**src/design/tld_consts.vh**
```
// Purpose: Shared constants for the tributary loopback and drop/insert block
// Assumes: 16-bit register port, byte addresses on 8 bits
// Notes: Definitions only
`ifndef TLD_CONSTS_VH
`define TLD_CONSTS_VH

`define TLD_NPORTS 28
`define TLD_LO_W 16
`define TLD_HI_W 12
`define TLD_ADDR_W 8
`define TLD_DATA_W 16
`define TLD_SEL_W 5
`define TLD_SYNC_W 60

// Register byte offsets
`define TLD_OFF_LINE_LO 8'h50
`define TLD_OFF_LINE_HI 8'h52
`define TLD_OFF_DIAG_LO 8'h54
`define TLD_OFF_DIAG_HI 8'h56
`define TLD_OFF_GEN_LO 8'h58
`define TLD_OFF_GEN_HI 8'h5A
`define TLD_OFF_REQ_LO 8'h5C
`define TLD_OFF_REQ_HI 8'h5E
`define TLD_OFF_DROP 8'h60
`define TLD_OFF_INS 8'h62
`define TLD_OFF_CFG 8'h64
`define TLD_OFF_IST_LO 8'h68
`define TLD_OFF_IST_HI 8'h6A
`define TLD_OFF_IMSK_LO 8'h6C
`define TLD_OFF_IMSK_HI 8'h6E

// Field positions
`define TLD_SEL_A_LSB 0
`define TLD_SEL_B_LSB 8
`define TLD_CFG_E3 0
`define TLD_CFG_G747 1
`define TLD_CFG_LTM 2
`define TLD_CFG_W 3

// Port activity pattern
`define TLD_G747_PERIOD 4
`define TLD_E3_FIRST 16

// Reset values
`define TLD_RST_LO 16'h0000
`define TLD_RST_HI 12'h000
`define TLD_RST_ALL 28'h000_0000
`define TLD_RST_SEL 5'h00
`define TLD_RST_CFG 3'h0
`define TLD_RST_DATA 16'h0000
`define TLD_RST_BIT 1'b0

`endif

```
**src/design/tld_top.v**
```verilog
// Purpose: Tributary loopback, loopback request and drop/insert steering
// Assumes: Tributary pins and insert pins are asynchronous and oversampled
// Notes: Internal mux/demux and C-bit signals share mclk_i
//
// The address-and-strobe port was left to the implementer.
`timescale 1ns/1ps
`include "tld_consts.vh"

module tld_top (
	input wire mclk_i,
	input wire rst_n_i,
	input wire [`TLD_ADDR_W-1:0] addr_i,
	input wire [`TLD_DATA_W-1:0] wdata_i,
	input wire wr_stb_i,
	input wire rd_stb_i,
	output wire [`TLD_DATA_W-1:0] rdata_o,
	output wire irq_o,
	input wire [`TLD_NPORTS-1:0] trib_tx_clk_in_i,
	input wire [`TLD_NPORTS-1:0] trib_tx_data_in_i,
	output wire [`TLD_NPORTS-1:0] trib_rx_clk_out_o,
	output wire [`TLD_NPORTS-1:0] trib_rx_data_out_o,
	input wire [`TLD_NPORTS-1:0] dmx_rx_clk_i,
	input wire [`TLD_NPORTS-1:0] dmx_rx_data_i,
	output wire [`TLD_NPORTS-1:0] mux_tx_clk_o,
	output wire [`TLD_NPORTS-1:0] mux_tx_data_o,
	output wire drop_a_clk_o,
	output wire drop_a_data_o,
	output wire drop_b_clk_o,
	output wire drop_b_data_o,
	input wire insert_a_clk_i,
	input wire insert_a_data_i,
	input wire insert_b_clk_i,
	input wire insert_b_data_i,
	input wire [`TLD_NPORTS-1:0] cbit_stb_i,
	input wire [`TLD_NPORTS-1:0] rx_c1_i,
	input wire [`TLD_NPORTS-1:0] rx_c2_i,
	input wire [`TLD_NPORTS-1:0] rx_c3_i,
	input wire [`TLD_NPORTS-1:0] fmt_c1_i,
	output wire [`TLD_NPORTS-1:0] fmt_c3_o
);
	// Control registers
	reg [`TLD_LO_W-1:0] line_lo_q;
	reg [`TLD_HI_W-1:0] line_hi_q;
	reg [`TLD_LO_W-1:0] diag_lo_q;
	reg [`TLD_HI_W-1:0] diag_hi_q;
	reg [`TLD_LO_W-1:0] gen_lo_q;
	reg [`TLD_HI_W-1:0] gen_hi_q;
	reg [`TLD_SEL_W-1:0] drop_a_sel_q;
	reg [`TLD_SEL_W-1:0] drop_b_sel_q;
	reg [`TLD_SEL_W-1:0] ins_a_sel_q;
	reg [`TLD_SEL_W-1:0] ins_b_sel_q;
	reg [`TLD_CFG_W-1:0] cfg_q;
	reg [`TLD_NPORTS-1:0] ist_q;
	reg [`TLD_NPORTS-1:0] ist_d;
	reg [`TLD_NPORTS-1:0] imsk_q;
	reg [`TLD_DATA_W-1:0] rdata_q;
	reg [`TLD_DATA_W-1:0] rdata_d;

	// Data path registers
	reg [`TLD_NPORTS-1:0] rx_clk_q;
	reg [`TLD_NPORTS-1:0] rx_data_q;
	reg [`TLD_NPORTS-1:0] mux_clk_q;
	reg [`TLD_NPORTS-1:0] mux_data_q;
	reg [`TLD_NPORTS-1:0] fmt_c3_q;
	reg drop_a_clk_q;
	reg drop_a_data_q;
	reg drop_b_clk_q;
	reg drop_b_data_q;

	wire [`TLD_NPORTS-1:0] line_all;
	wire [`TLD_NPORTS-1:0] diag_all;
	wire [`TLD_NPORTS-1:0] gen_all;
	wire [`TLD_NPORTS-1:0] req;
	wire [`TLD_NPORTS-1:0] req_rise;
	wire [`TLD_NPORTS-1:0] ist_clr;
	wire [`TLD_NPORTS-1:0] rx_clk_d;
	wire [`TLD_NPORTS-1:0] rx_data_d;
	wire [`TLD_NPORTS-1:0] mux_clk_d;
	wire [`TLD_NPORTS-1:0] mux_data_d;
	wire [`TLD_NPORTS-1:0] drop_a_hit;
	wire [`TLD_NPORTS-1:0] drop_b_hit;
	wire [`TLD_NPORTS-1:0] tx_clk_s;
	wire [`TLD_NPORTS-1:0] tx_data_s;
	wire ins_a_clk_s;
	wire ins_a_data_s;
	wire ins_b_clk_s;
	wire ins_b_data_s;
	wire e3;
	wire g747;
	wire t1_mode;
	wire loop_timed;
	wire wr_ist_lo;
	wire wr_ist_hi;

	assign e3 = cfg_q[`TLD_CFG_E3];
	assign g747 = cfg_q[`TLD_CFG_G747];
	assign loop_timed = cfg_q[`TLD_CFG_LTM];
	assign t1_mode = ~e3 & ~g747;

	assign line_all = {line_hi_q, line_lo_q};
	assign diag_all = {diag_hi_q, diag_lo_q};
	assign gen_all = {gen_hi_q, gen_lo_q};

	// Pin inputs pass two flops before use
	tld_sync u_sync (
		.mclk_i(mclk_i),
		.rst_n_i(rst_n_i),
		.async_i({insert_b_data_i, insert_b_clk_i, insert_a_data_i, insert_a_clk_i,
			trib_tx_data_in_i, trib_tx_clk_in_i}),
		.sync_o({ins_b_data_s, ins_b_clk_s, ins_a_data_s, ins_a_clk_s,
			tx_data_s, tx_clk_s})
	);

	// Far-end loopback request detection
	tld_c3_detect u_det (
		.mclk_i(mclk_i),
		.rst_n_i(rst_n_i),
		.t1_mode_i(t1_mode),
		.cbit_stb_i(cbit_stb_i),
		.c1_i(rx_c1_i),
		.c2_i(rx_c2_i),
		.c3_i(rx_c3_i),
		.req_o(req),
		.rise_o(req_rise)
	);

	genvar p;
	generate
		for (p = 0; p < `TLD_NPORTS; p = p + 1) begin : g_port
			localparam integer PNUM_I = p + 1;
			localparam [`TLD_SEL_W-1:0] PNUM = PNUM_I[`TLD_SEL_W-1:0];
			wire act;
			wire line_on;
			wire diag_on;
			wire ins_a_on;
			wire ins_b_on;

			assign act = ~(g747 & ((p % `TLD_G747_PERIOD) == `TLD_G747_PERIOD - 1))
				& ~(e3 & (p >= `TLD_E3_FIRST));
			assign line_on = line_all[p] & act;
			assign diag_on = diag_all[p] & act;
			assign ins_a_on = (ins_a_sel_q == PNUM) & act;
			assign ins_b_on = (ins_b_sel_q == PNUM) & act & ~ins_a_on;

			// Transmit toward the multiplexer: insert, then line loopback, then pins
			assign mux_clk_d[p] = ins_a_on ? ins_a_clk_s :
				ins_b_on ? ins_b_clk_s :
				line_on ? dmx_rx_clk_i[p] : tx_clk_s[p];
			assign mux_data_d[p] = ins_a_on ? ins_a_data_s :
				ins_b_on ? ins_b_data_s :
				line_on ? dmx_rx_data_i[p] : tx_data_s[p];

			// Receive toward the line uses the tx pins in diag loopback, not the mux path; loop-timed keeps the demux clock
			assign rx_data_d[p] = diag_on ? tx_data_s[p] : dmx_rx_data_i[p];
			assign rx_clk_d[p] = (diag_on & ~loop_timed) ? tx_clk_s[p] :
				dmx_rx_clk_i[p];

			assign drop_a_hit[p] = (drop_a_sel_q == PNUM) & act;
			assign drop_b_hit[p] = (drop_b_sel_q == PNUM) & act;
		end
	endgenerate

	// Data outputs from flops
	always @(posedge mclk_i or negedge rst_n_i) begin
		if (!rst_n_i) begin
			rx_clk_q <= `TLD_RST_ALL;
			rx_data_q <= `TLD_RST_ALL;
			mux_clk_q <= `TLD_RST_ALL;
			mux_data_q <= `TLD_RST_ALL;
			fmt_c3_q <= `TLD_RST_ALL;
			drop_a_clk_q <= `TLD_RST_BIT;
			drop_a_data_q <= `TLD_RST_BIT;
			drop_b_clk_q <= `TLD_RST_BIT;
			drop_b_data_q <= `TLD_RST_BIT;
		end else begin
			rx_clk_q <= rx_clk_d;
			rx_data_q <= rx_data_d;
			mux_clk_q <= mux_clk_d;
			mux_data_q <= mux_data_d;
			fmt_c3_q <= fmt_c1_i ^ (gen_all & {`TLD_NPORTS{t1_mode}});
			drop_a_clk_q <= |(drop_a_hit & dmx_rx_clk_i);
			drop_a_data_q <= |(drop_a_hit & dmx_rx_data_i);
			drop_b_clk_q <= |(drop_b_hit & dmx_rx_clk_i);
			drop_b_data_q <= |(drop_b_hit & dmx_rx_data_i);
		end
	end

	// Sticky request events, write one to clear, set wins
	assign wr_ist_lo = wr_stb_i & (addr_i == `TLD_OFF_IST_LO);
	assign wr_ist_hi = wr_stb_i & (addr_i == `TLD_OFF_IST_HI);
	assign ist_clr = {wdata_i[`TLD_HI_W-1:0] & {`TLD_HI_W{wr_ist_hi}},
		wdata_i & {`TLD_LO_W{wr_ist_lo}}};

	always @* begin
		ist_d = (ist_q & ~ist_clr) | req_rise;
	end

	// Register writes
	always @(posedge mclk_i or negedge rst_n_i) begin
		if (!rst_n_i) begin
			line_lo_q <= `TLD_RST_LO;
			line_hi_q <= `TLD_RST_HI;
			diag_lo_q <= `TLD_RST_LO;
			diag_hi_q <= `TLD_RST_HI;
			gen_lo_q <= `TLD_RST_LO;
			gen_hi_q <= `TLD_RST_HI;
			drop_a_sel_q <= `TLD_RST_SEL;
			drop_b_sel_q <= `TLD_RST_SEL;
			ins_a_sel_q <= `TLD_RST_SEL;
			ins_b_sel_q <= `TLD_RST_SEL;
			cfg_q <= `TLD_RST_CFG;
			imsk_q <= `TLD_RST_ALL;
			ist_q <= `TLD_RST_ALL;
		end else begin
			ist_q <= ist_d;
			if (wr_stb_i) begin
				case (addr_i)
					`TLD_OFF_LINE_LO: begin
						line_lo_q <= wdata_i;
					end
					`TLD_OFF_LINE_HI: begin
						line_hi_q <= wdata_i[`TLD_HI_W-1:0];
					end
					`TLD_OFF_DIAG_LO: begin
						diag_lo_q <= wdata_i;
					end
					`TLD_OFF_DIAG_HI: begin
						diag_hi_q <= wdata_i[`TLD_HI_W-1:0];
					end
					`TLD_OFF_GEN_LO: begin
						gen_lo_q <= wdata_i;
					end
					`TLD_OFF_GEN_HI: begin
						gen_hi_q <= wdata_i[`TLD_HI_W-1:0];
					end
					`TLD_OFF_DROP: begin
						drop_a_sel_q <= wdata_i[`TLD_SEL_A_LSB +: `TLD_SEL_W];
						drop_b_sel_q <= wdata_i[`TLD_SEL_B_LSB +: `TLD_SEL_W];
					end
					`TLD_OFF_INS: begin
						ins_a_sel_q <= wdata_i[`TLD_SEL_A_LSB +: `TLD_SEL_W];
						ins_b_sel_q <= wdata_i[`TLD_SEL_B_LSB +: `TLD_SEL_W];
					end
					`TLD_OFF_CFG: begin
						cfg_q <= wdata_i[`TLD_CFG_W-1:0];
					end
					`TLD_OFF_IMSK_LO: begin
						imsk_q[`TLD_LO_W-1:0] <= wdata_i;
					end
					`TLD_OFF_IMSK_HI: begin
						imsk_q[`TLD_NPORTS-1:`TLD_LO_W] <= wdata_i[`TLD_HI_W-1:0];
					end
					default: begin
					end
				endcase
			end
		end
	end

	// Read mux, unmapped and reserved bits read zero
	always @* begin
		rdata_d = `TLD_RST_DATA;
		case (addr_i)
			`TLD_OFF_LINE_LO: begin
				rdata_d = line_lo_q;
			end
			`TLD_OFF_LINE_HI: begin
				rdata_d[`TLD_HI_W-1:0] = line_hi_q;
			end
			`TLD_OFF_DIAG_LO: begin
				rdata_d = diag_lo_q;
			end
			`TLD_OFF_DIAG_HI: begin
				rdata_d[`TLD_HI_W-1:0] = diag_hi_q;
			end
			`TLD_OFF_GEN_LO: begin
				rdata_d = gen_lo_q;
			end
			`TLD_OFF_GEN_HI: begin
				rdata_d[`TLD_HI_W-1:0] = gen_hi_q;
			end
			`TLD_OFF_REQ_LO: begin
				rdata_d = req[`TLD_LO_W-1:0];
			end
			`TLD_OFF_REQ_HI: begin
				rdata_d[`TLD_HI_W-1:0] = req[`TLD_NPORTS-1:`TLD_LO_W];
			end
			`TLD_OFF_DROP: begin
				rdata_d[`TLD_SEL_A_LSB +: `TLD_SEL_W] = drop_a_sel_q;
				rdata_d[`TLD_SEL_B_LSB +: `TLD_SEL_W] = drop_b_sel_q;
			end
			`TLD_OFF_INS: begin
				rdata_d[`TLD_SEL_A_LSB +: `TLD_SEL_W] = ins_a_sel_q;
				rdata_d[`TLD_SEL_B_LSB +: `TLD_SEL_W] = ins_b_sel_q;
			end
			`TLD_OFF_CFG: begin
				rdata_d[`TLD_CFG_W-1:0] = cfg_q;
			end
			`TLD_OFF_IST_LO: begin
				rdata_d = ist_q[`TLD_LO_W-1:0];
			end
			`TLD_OFF_IST_HI: begin
				rdata_d[`TLD_HI_W-1:0] = ist_q[`TLD_NPORTS-1:`TLD_LO_W];
			end
			`TLD_OFF_IMSK_LO: begin
				rdata_d = imsk_q[`TLD_LO_W-1:0];
			end
			`TLD_OFF_IMSK_HI: begin
				rdata_d[`TLD_HI_W-1:0] = imsk_q[`TLD_NPORTS-1:`TLD_LO_W];
			end
			default: begin
				rdata_d = `TLD_RST_DATA;
			end
		endcase
		if (!rd_stb_i) begin
			rdata_d = `TLD_RST_DATA;
		end
	end

	always @(posedge mclk_i or negedge rst_n_i) begin
		if (!rst_n_i) begin
			rdata_q <= `TLD_RST_DATA;
		end else begin
			rdata_q <= rdata_d;
		end
	end

	assign rdata_o = rdata_q;
	assign irq_o = |(ist_q & imsk_q);
	assign trib_rx_clk_out_o = rx_clk_q;
	assign trib_rx_data_out_o = rx_data_q;
	assign mux_tx_clk_o = mux_clk_q;
	assign mux_tx_data_o = mux_data_q;
	assign fmt_c3_o = fmt_c3_q;
	assign drop_a_clk_o = drop_a_clk_q;
	assign drop_a_data_o = drop_a_data_q;
	assign drop_b_clk_o = drop_b_clk_q;
	assign drop_b_data_o = drop_b_data_q;
endmodule

```
**src/design/tld_sync.v**
```verilog
// Purpose: Two-flop synchroniser bank for pin inputs
// Assumes: Inputs asynchronous to mclk_i
// Notes: First stage is read only by the second
`timescale 1ns/1ps
`include "tld_consts.vh"

module tld_sync (
	input wire mclk_i,
	input wire rst_n_i,
	input wire [`TLD_SYNC_W-1:0] async_i,
	output wire [`TLD_SYNC_W-1:0] sync_o
);
	reg [`TLD_SYNC_W-1:0] meta_q;
	reg [`TLD_SYNC_W-1:0] sync_q;

	always @(posedge mclk_i or negedge rst_n_i) begin
		if (!rst_n_i) begin
			meta_q <= {`TLD_SYNC_W{`TLD_RST_BIT}};
			sync_q <= {`TLD_SYNC_W{`TLD_RST_BIT}};
		end else begin
			meta_q <= async_i;
			sync_q <= meta_q;
		end
	end

	assign sync_o = sync_q;
endmodule

```
**src/design/tld_c3_detect.v**
```verilog
// Purpose: Per-line detection of an inverted C3 bit
// Assumes: Strobe marks a line's C1..C3 as valid, same clock domain
// Notes: Request level follows each new C-bit group in T1 mode, held low otherwise
`timescale 1ns/1ps
`include "tld_consts.vh"

module tld_c3_detect (
	input wire mclk_i,
	input wire rst_n_i,
	input wire t1_mode_i,
	input wire [`TLD_NPORTS-1:0] cbit_stb_i,
	input wire [`TLD_NPORTS-1:0] c1_i,
	input wire [`TLD_NPORTS-1:0] c2_i,
	input wire [`TLD_NPORTS-1:0] c3_i,
	output wire [`TLD_NPORTS-1:0] req_o,
	output wire [`TLD_NPORTS-1:0] rise_o
);
	reg [`TLD_NPORTS-1:0] req_q;
	reg [`TLD_NPORTS-1:0] req_d;
	wire [`TLD_NPORTS-1:0] inv;

	// C3 against agreeing C1 and C2
	assign inv = (c1_i ~^ c2_i) & (c3_i ^ c1_i);

	always @* begin
		req_d = (req_q & ~cbit_stb_i) | (inv & cbit_stb_i);
		if (!t1_mode_i) begin
			req_d = `TLD_RST_ALL;
		end
	end

	always @(posedge mclk_i or negedge rst_n_i) begin
		if (!rst_n_i) begin
			req_q <= `TLD_RST_ALL;
		end else begin
			req_q <= req_d;
		end
	end

	assign req_o = req_q;
	assign rise_o = req_d & ~req_q;
endmodule

```
**config.mk**
```make
export PLATFORM = sky130hd
export DESIGN_NAME = tld_top
export DESIGN_NICKNAME = d
export VERILOG_FILES = /design/src/design/tld_top.v /design/src/design/tld_sync.v /design/src/design/tld_c3_detect.v
export VERILOG_INCLUDE_DIRS = /design/src /design/src/design
export SDC_FILE = /design/constraint.sdc
export NUM_CORES = 1
export LEC_CHECK = 0
export BUFFER_PORTS_ARGS = -buffer_cell sky130_fd_sc_hd__buf_4
export CORE_ASPECT_RATIO = 0.9
export CORE_UTILIZATION = 55
export DETAILED_ROUTE_END_ITERATION = 10
export HOLD_SLACK_MARGIN = 0.08
export MAX_ROUTING_LAYER = met4
export PLACE_DENSITY = 0.87
export SLEW_MARGIN = 20
export SYNTH_ARGS = -nofsm -noshare
export SYNTH_HDL_FRONTEND = slang
export SYNTH_SLANG_ARGS = --single-unit
```
**constraint.sdc**
```tcl
create_clock -name mclk_i -period 2.4 [get_ports mclk_i]
set_clock_uncertainty 0.1 [all_clocks]
set_input_delay 0.12 -clock mclk_i [delete_from_list [all_inputs] [get_ports mclk_i]]
set_output_delay 0.12 -clock mclk_i [all_outputs]
set_load 0.05 [all_outputs]
```
# --- After elaboration in Yosys (flattened, before gate mapping) ---
# Cells that the tools add are included.
op_classes:
  eq_ne: 127
  reduce_logical: 16
  mux: 232
  bitwise_logic: 207
op_table:
  columns: ["op", "count"]
  rows:
  - ["28-bit AND", 11]
  - ["5-bit == test (second input constant)", 52]
  - ["1-bit 2-to-1 mux", 224]
  - ["5-bit by 4-bit == test with 1-bit output (second input constant)", 32]
  - ["1-bit AND", 155]
  - ["28-bit OR reduction", 5]
  - ["8-bit by 7-bit == test with 1-bit output (second input constant)", 15]
  - ["28-bit NOT", 3]
  - ["5-bit by 3-bit == test with 1-bit output (second input constant)", 16]
  - ["28-bit OR", 2]
  - ["4-bit case mux with 14 select lines", 1]
  - ["28-bit bitwise XOR", 2]
  - ["3-bit case mux with 15 select lines", 1]
  - ["5-bit by 2-bit == test with 1-bit output (second input constant)", 8]
  - ["3-bit case mux with 12 select lines", 1]
  - ["1-bit NOT", 31]
  - ["28-bit 2-to-1 mux", 1]
  - ["2-bit case mux with 14 select lines", 1]
  - ["28-bit XNOR", 1]
  - ["2-bit AND reduction", 11]
  - ["5-bit by 1-bit == test with 1-bit output (second input constant)", 4]
  - ["3-bit case mux with 6 select lines", 1]
  - ["16-bit AND", 1]
  - ["16-bit 2-to-1 mux", 1]
  - ["2 further kinds", 2]
word_totals:
  register_bits: 471
  out_inout_bits: 161
  input_bits: 284

# --- Logic depth before layout (Yosys ltp) ---
logic_depth:
  word_depth: 7
  depth_mapped: 8
  mapped_depth_nobuf: 5

# --- By module ---
# A second synthesis with hierarchy kept.
hier_totals:
  cells_unflattened: 1922
  hier_area_um2: 22118.7
by_module_without_submodules:
  columns: ["module", "seq_area_each_um2", "area_each_um2", "instances", "cells_each"]
  rows:
  - ["tld_top", 8082.8, 17082.6, 1, 1600]
  - ["tld_sync", 3002.9, 3002.9, 1, 120]
  - ["tld_c3_detect", 700.7, 2033.2, 1, 202]

# --- Least setup slack after synthesis ---
# OpenSTA, ideal clock, no wires.
synth_path:
  path_type: "register -> register"
  startpoint: "register cfg_q[1]"
  endpoint: "register mux_clk_q[19] (netlist: mux_tx_clk_o[19])"
  setup_ns: 0.125
  t_arrival_ns: 1.608
  path_slack_ns: 0.568
  stages_incl_launch_ff: 7
  path_cell_list: "dfrtp_1 > buf_2 > nor3_1 > nand3b_1 > nor2_1 > mux2_2 > mux2_2"
synth_between:
  elab_chain_len: 7
  word_cells_on_any_way: 10
synth_rtl:
  columns: ["item", "line", "rtl"]
  rows:
  - ["from (decl)", "tld_top.v:52", "reg [`TLD_CFG_W-1:0] cfg_q;"]
  - ["from (signal assigned)", "tld_top.v:211", "cfg_q <= `TLD_RST_CFG;"]
  - ["from (signal assigned)", "tld_top.v:245", "cfg_q <= wdata_i[`TLD_CFG_W-1:0];"]
  - ["1-bit NOT *", "tld_top.v:138", "assign act = ~(g747 & ((p % `TLD_G747_PERIOD) == `TLD_G747_PERIOD - 1))"]
  - ["1-bit AND *", "tld_top.v:138", null]
  - ["1-bit AND", "tld_top.v:142", "assign ins_a_on = (ins_a_sel_q == PNUM) & act;"]
  - ["1-bit NOT", "tld_top.v:143", "assign ins_b_on = (ins_b_sel_q == PNUM) & act & ~ins_a_on;"]
  - ["1-bit AND", "tld_top.v:143", null]
  - ["1-bit 2-to-1 mux", "tld_top.v:147", "ins_b_on ? ins_b_clk_s :"]
  - ["1-bit 2-to-1 mux *", "tld_top.v:146", "assign mux_clk_d[p] = ins_a_on ? ins_a_clk_s :"]
  - ["via mux_clk_d[19]", "tld_top.v:78", "wire [`TLD_NPORTS-1:0] mux_clk_d;"]
  - ["to (signal assigned)", "tld_top.v:168", "mux_clk_q <= `TLD_RST_ALL;"]
  - ["to (signal assigned)", "tld_top.v:178", "mux_clk_q <= mux_clk_d;"]
  - ["to (decl)", "tld_top.v:62", "reg [`TLD_NPORTS-1:0] mux_clk_q;"]
# Mark *: on every way through the listed nets, which the timed path passes. The rest lies on a longest branch.
# A chain may end at the register's enable or synchronous reset.

# --- Worst setup path after layout ---
layout_path:
  startpoint: "register ist_q[25]"
  endpoint: "output irq_o"
layout_between:
  elab_chain_len: 2
layout_rtl:
  columns: ["item", "line", "rtl"]
  rows:
  - ["from (decl)", "tld_top.v:53", "reg [`TLD_NPORTS-1:0] ist_q;"]
  - ["from (signal assigned)", "tld_top.v:213", "ist_q <= `TLD_RST_ALL;"]
  - ["from (signal assigned)", "tld_top.v:215", "ist_q <= ist_d;"]
  - ["28-bit AND", "tld_top.v:329", "assign irq_o = |(ist_q & imsk_q);"]
  - ["28-bit OR reduction", "tld_top.v:329", null]
  - ["to (decl)", "tld_top.v:17", "output wire irq_o,"]
# Every way passes these cells.

==> results.py <==
metrics = {
    "clock_tree": {
        "path_clk_slew_ns": 0.07,
        "htree_levels": 2,
        "clkSinkCount": 471,
        "clk_latency_ns": 0.60,
        "numCtsBuffers": 46,
        "clock-root-buffer": "clkbuf_16",
        "cts_max_path_buffers": 3,
        "cts_tree": "done",
    },
    "global_route": {
        "grtUsageMet1_pct": 63.9,
        "met2_usage_pct": 74.8,
        "grt_overflow": 0,
        "use_met3_pct": 21.3,
        "grt_pass1_vias": 22400,
        "grt-busiest-layer": "met2",
        "grt_pass1_wl_um": 147000,
        "grt_usage_pct": 52.2,
        "grt_max_degree": 69,
        "antenna_found_initial": 13,
    },
    "floorplanning": {
        "core.rowCount": 68,
        "fp.coreArea_mm2": 0.0386,
        "dieHeight_um": 191,
        "die_w_um": 212,
        "io_pins": 445,
        "dieArea_mm2": 0.0403,
        "initial_utilization_pct": 56.3,
    },
    "pwr": {
        "p_leak_nw": 14.0,
        "ir_drop_uv": 825,
        "powerDensity_mw_per_mm2": 665,
    },
    "hold_path": {
        "hp-class": "in -> reg",
        "min_from": "trib_tx_data_in_i[22]",
        "whs_path_depth": 2,
        "whs_endpoint": "u_sync.meta_q[50]",
    },
    "drt": {
        "num_vias": 22000,
        "drt_pass1_iterations": 8,
        "routed_wirelength_um": 105000,
        "drt_iter0_markers": 3490,
        "viasPerCell": 6.65,
        "wl_per_cell_um": 31.6,
        "drtAntennaViolNets": 0,
        "drc": 0,
    },
    "yosys": {
        "synth_common_cells": "dfrtp_1 (471), mux2_2 (238), nand2_1 (222), nor2_1 (162), mux2i_1 (89)",
        "synth_cell_type_count": 78,
        "synth-seq-cells": 471,
        "synth-edff-count": 0,
        "synth_nets": 2229,
        "yosysWarnings": 0,
        "synth_area_mm2": 0.0217,
        "ys_seq_area_share_pct": 54.2,
        "yosysTopAreaCell": "dfrtp_1",
        "synthArstFlopShare_pct": 100,
        "synthTopCellsByArea": "dfrtp_1 (54%), mux2_2 (12%), mux2i_1 (4.1%)",
        "synth_cells": 1945,
        "syn_area_per_cell_um2": 11.2,
        "synth_top_area_share_pct": 54.2,
        "yosysMostFrequentCell": "dfrtp_1",
        "synthFlopType": "dfrtp_1",
    },
    "sta": {
        "finalSetupViolations": 3,
        "rsz0062_at_grt": "yes",
        "slew_viol_final": 0,
        "worst_slack_ns": -0.145,
        "fin_crit_ns": 2.55,
        "hold_viol_final": 0,
        "maxSlewHeadroom_pct": 38.3,
        "worst_slew_pin_slew_ns": 0.916,
        "fmax_mhz": 393,
        "min_period_over_period_pct": 106,
    },
    "worst_setup_path": {
        "critPathLaunchType": "register",
        "r2r_slack_ns": -0.02,
        "reg2regPathDepth": 6,
        "endpoint_kind": "output pin",
        "r2r-start": "cfg_q[1]",
        "arrival_ns": 2.33,
        "timing.rr.end": "ist_q[4]",
        "path_max_fanout": 2,
        "startpoint": "ist_q[25]",
        "cp.required_ns": 2.18,
        "path_class": "reg -> out",
    },
    "layout": {
        "nNetsFinal": 3021,
        "fin_util_pct": 80.0,
        "layout.cells.non_filler": 3310,
        "finish.instance_area_mm2": 0.0309,
        "drive_gt1_share_pct": 34.5,
        "area_growth_pct": 42.2,
    },
    "place": {
        "portBuffers": 444,
        "gp_congestion": 1.09,
        "dp.cells": 2942,
        "post_dp_cell_area_mm2": 0.0265,
        "dp.final_hpwl_um": 67300,
    },
    "flow_run": {
        "max_cap_viol_count": 0,
    },
    "status": {
        "violations": "negative setup slack",
        "status": "finished with violations",
    },
}
## kinds of logic after synthesis
| group | synth area share, % |
|---|---|
| compound gates | 10.9 |
| buf+inv | 2.98 |
| flops | 54.2 |
| mux | 16.8 |
| simple gates | 14.0 |
| xor+xnor | 1.13 |
## flip-flops by register name (all words and copies together), names as in the netlist, 3 cells and up
register and count:
imsk_q 28, trib_rx_data_out_o 28, u_det.req_o 28, diag_hi_q 12, drop_b_sel_q 5, gen_hi_q 12, line_hi_q 12, drop_a_sel_q 5
trib_rx_clk_out_o 28, line_lo_q 16, rdata_o 16, gen_lo_q 16, ist_q 28, diag_lo_q 16, cfg_q 3, u_sync.sync_o 60
u_sync.meta_q 60, ins_a_sel_q 5, fmt_c3_o 28, mux_tx_clk_o 28, ins_b_sel_q 5, mux_tx_data_o 28
## critical path: stages, from the launching register on
cell and delay (ns):
dfrtp_1 0.46, a22oi_2 0.27, nand4_1 0.29, nor2_1 0.19
nand4_1 0.25, buf_6 0.25
## metrics by stage
stage	hold slack (ns)	setup TNS, ns	total power, mW	worst slack [ns]
finish	0.0870	-0.188	20.5	-0.145
global route	0.0825	-0.123	20.9	-0.0796
CTS	0.0800	0	20.1	0.00361
detailed placement	0.0646	0	12.0	0.287
global placement	0.0448	0	11.9	0.242
floorplan	-0.276	0	10.3	0.568
## routing by layer
metal  routed length [um]  part of all wire, %  up-vias
met5                    0                    0        -
met4                 7060                  6.7        0
li1                     -                    -     8544
met2                45100                   43     2237
met3                16100                   15      658
met1                36500                   35    10600
## cell usage in the layout (no fill, tap or decap), types with 10 or more instances in the layout
master / count
nor3_1: 15
o22ai_1: 10
clkbuf_16: 49
nand2b_1: 34
mux2_2: 238
o21ai_0: 53
mux2i_1: 89
xnor2_1: 28
clkbuf_8: 12
dlygate4sd3_1: 263
and3_1: 22
nor2b_1: 24
diode_2: 13
a22o_1: 41
inv_1: 38
buf_4: 574
a21oi_1: 82
a211oi_2: 15
nand3_1: 41
nand3b_1: 12
buf_12: 14
a221oi_1: 12
nand4_1: 12
nor2_1: 162
dfrtp_1: 467
a22oi_1: 24
a31oi_1: 13
o211ai_1: 11
nand2_1: 222
a211oi_1: 21
## worst max-delay path by stage
stage | end | cells after the start
floorplan | mux_tx_clk_o[19] | 6
global placement | drop_a_data_o | 4
detailed placement | mux_tx_clk_o[18] | 5
CTS | ist_q[27] | 6
global route | irq_o | 5
finish | irq_o | 5
## area by class of cell
| type | count | area (um^2) |
|---|---|---|
| Antenna cell | 13 | 32.5 |
| Clock buffer | 70 | 1430 |
| Clock inverter | 13 | 184 |
| Fill cell | 2085 | 7710 |
| Inverter | 38 | 143 |
| Multi-Input combinational cell | 1325 | 9410 |
| Sequential cell | 471 | 11800 |
| Tap cell | 525 | 657 |
| Timing Repair Buffer | 855 | 7280 |
## power breakdown
part | internal (mW) | leakage (nW) | total, mW | switching (mW)
registers | 8.36 | 5.74 | 8.83 | 0.469
logic | 1.53 | 7.51 | 3.79 | 2.26
clock network | 4.54 | 0.794 | 7.93 | 3.39
## repair_timing
| item | in CTS | in global routing |
|---|---|---|
| pin swaps | 1 | 4 |
| hold buffers | 258 | 12 |
| gates resized for setup | 6 | 22 |
| hold endpoints to repair | 857 | 6 |
| setup endpoints to repair | 1 | 34 |
| setup buffers | 0 | 8 |
(Power assumes the default switching activity.)
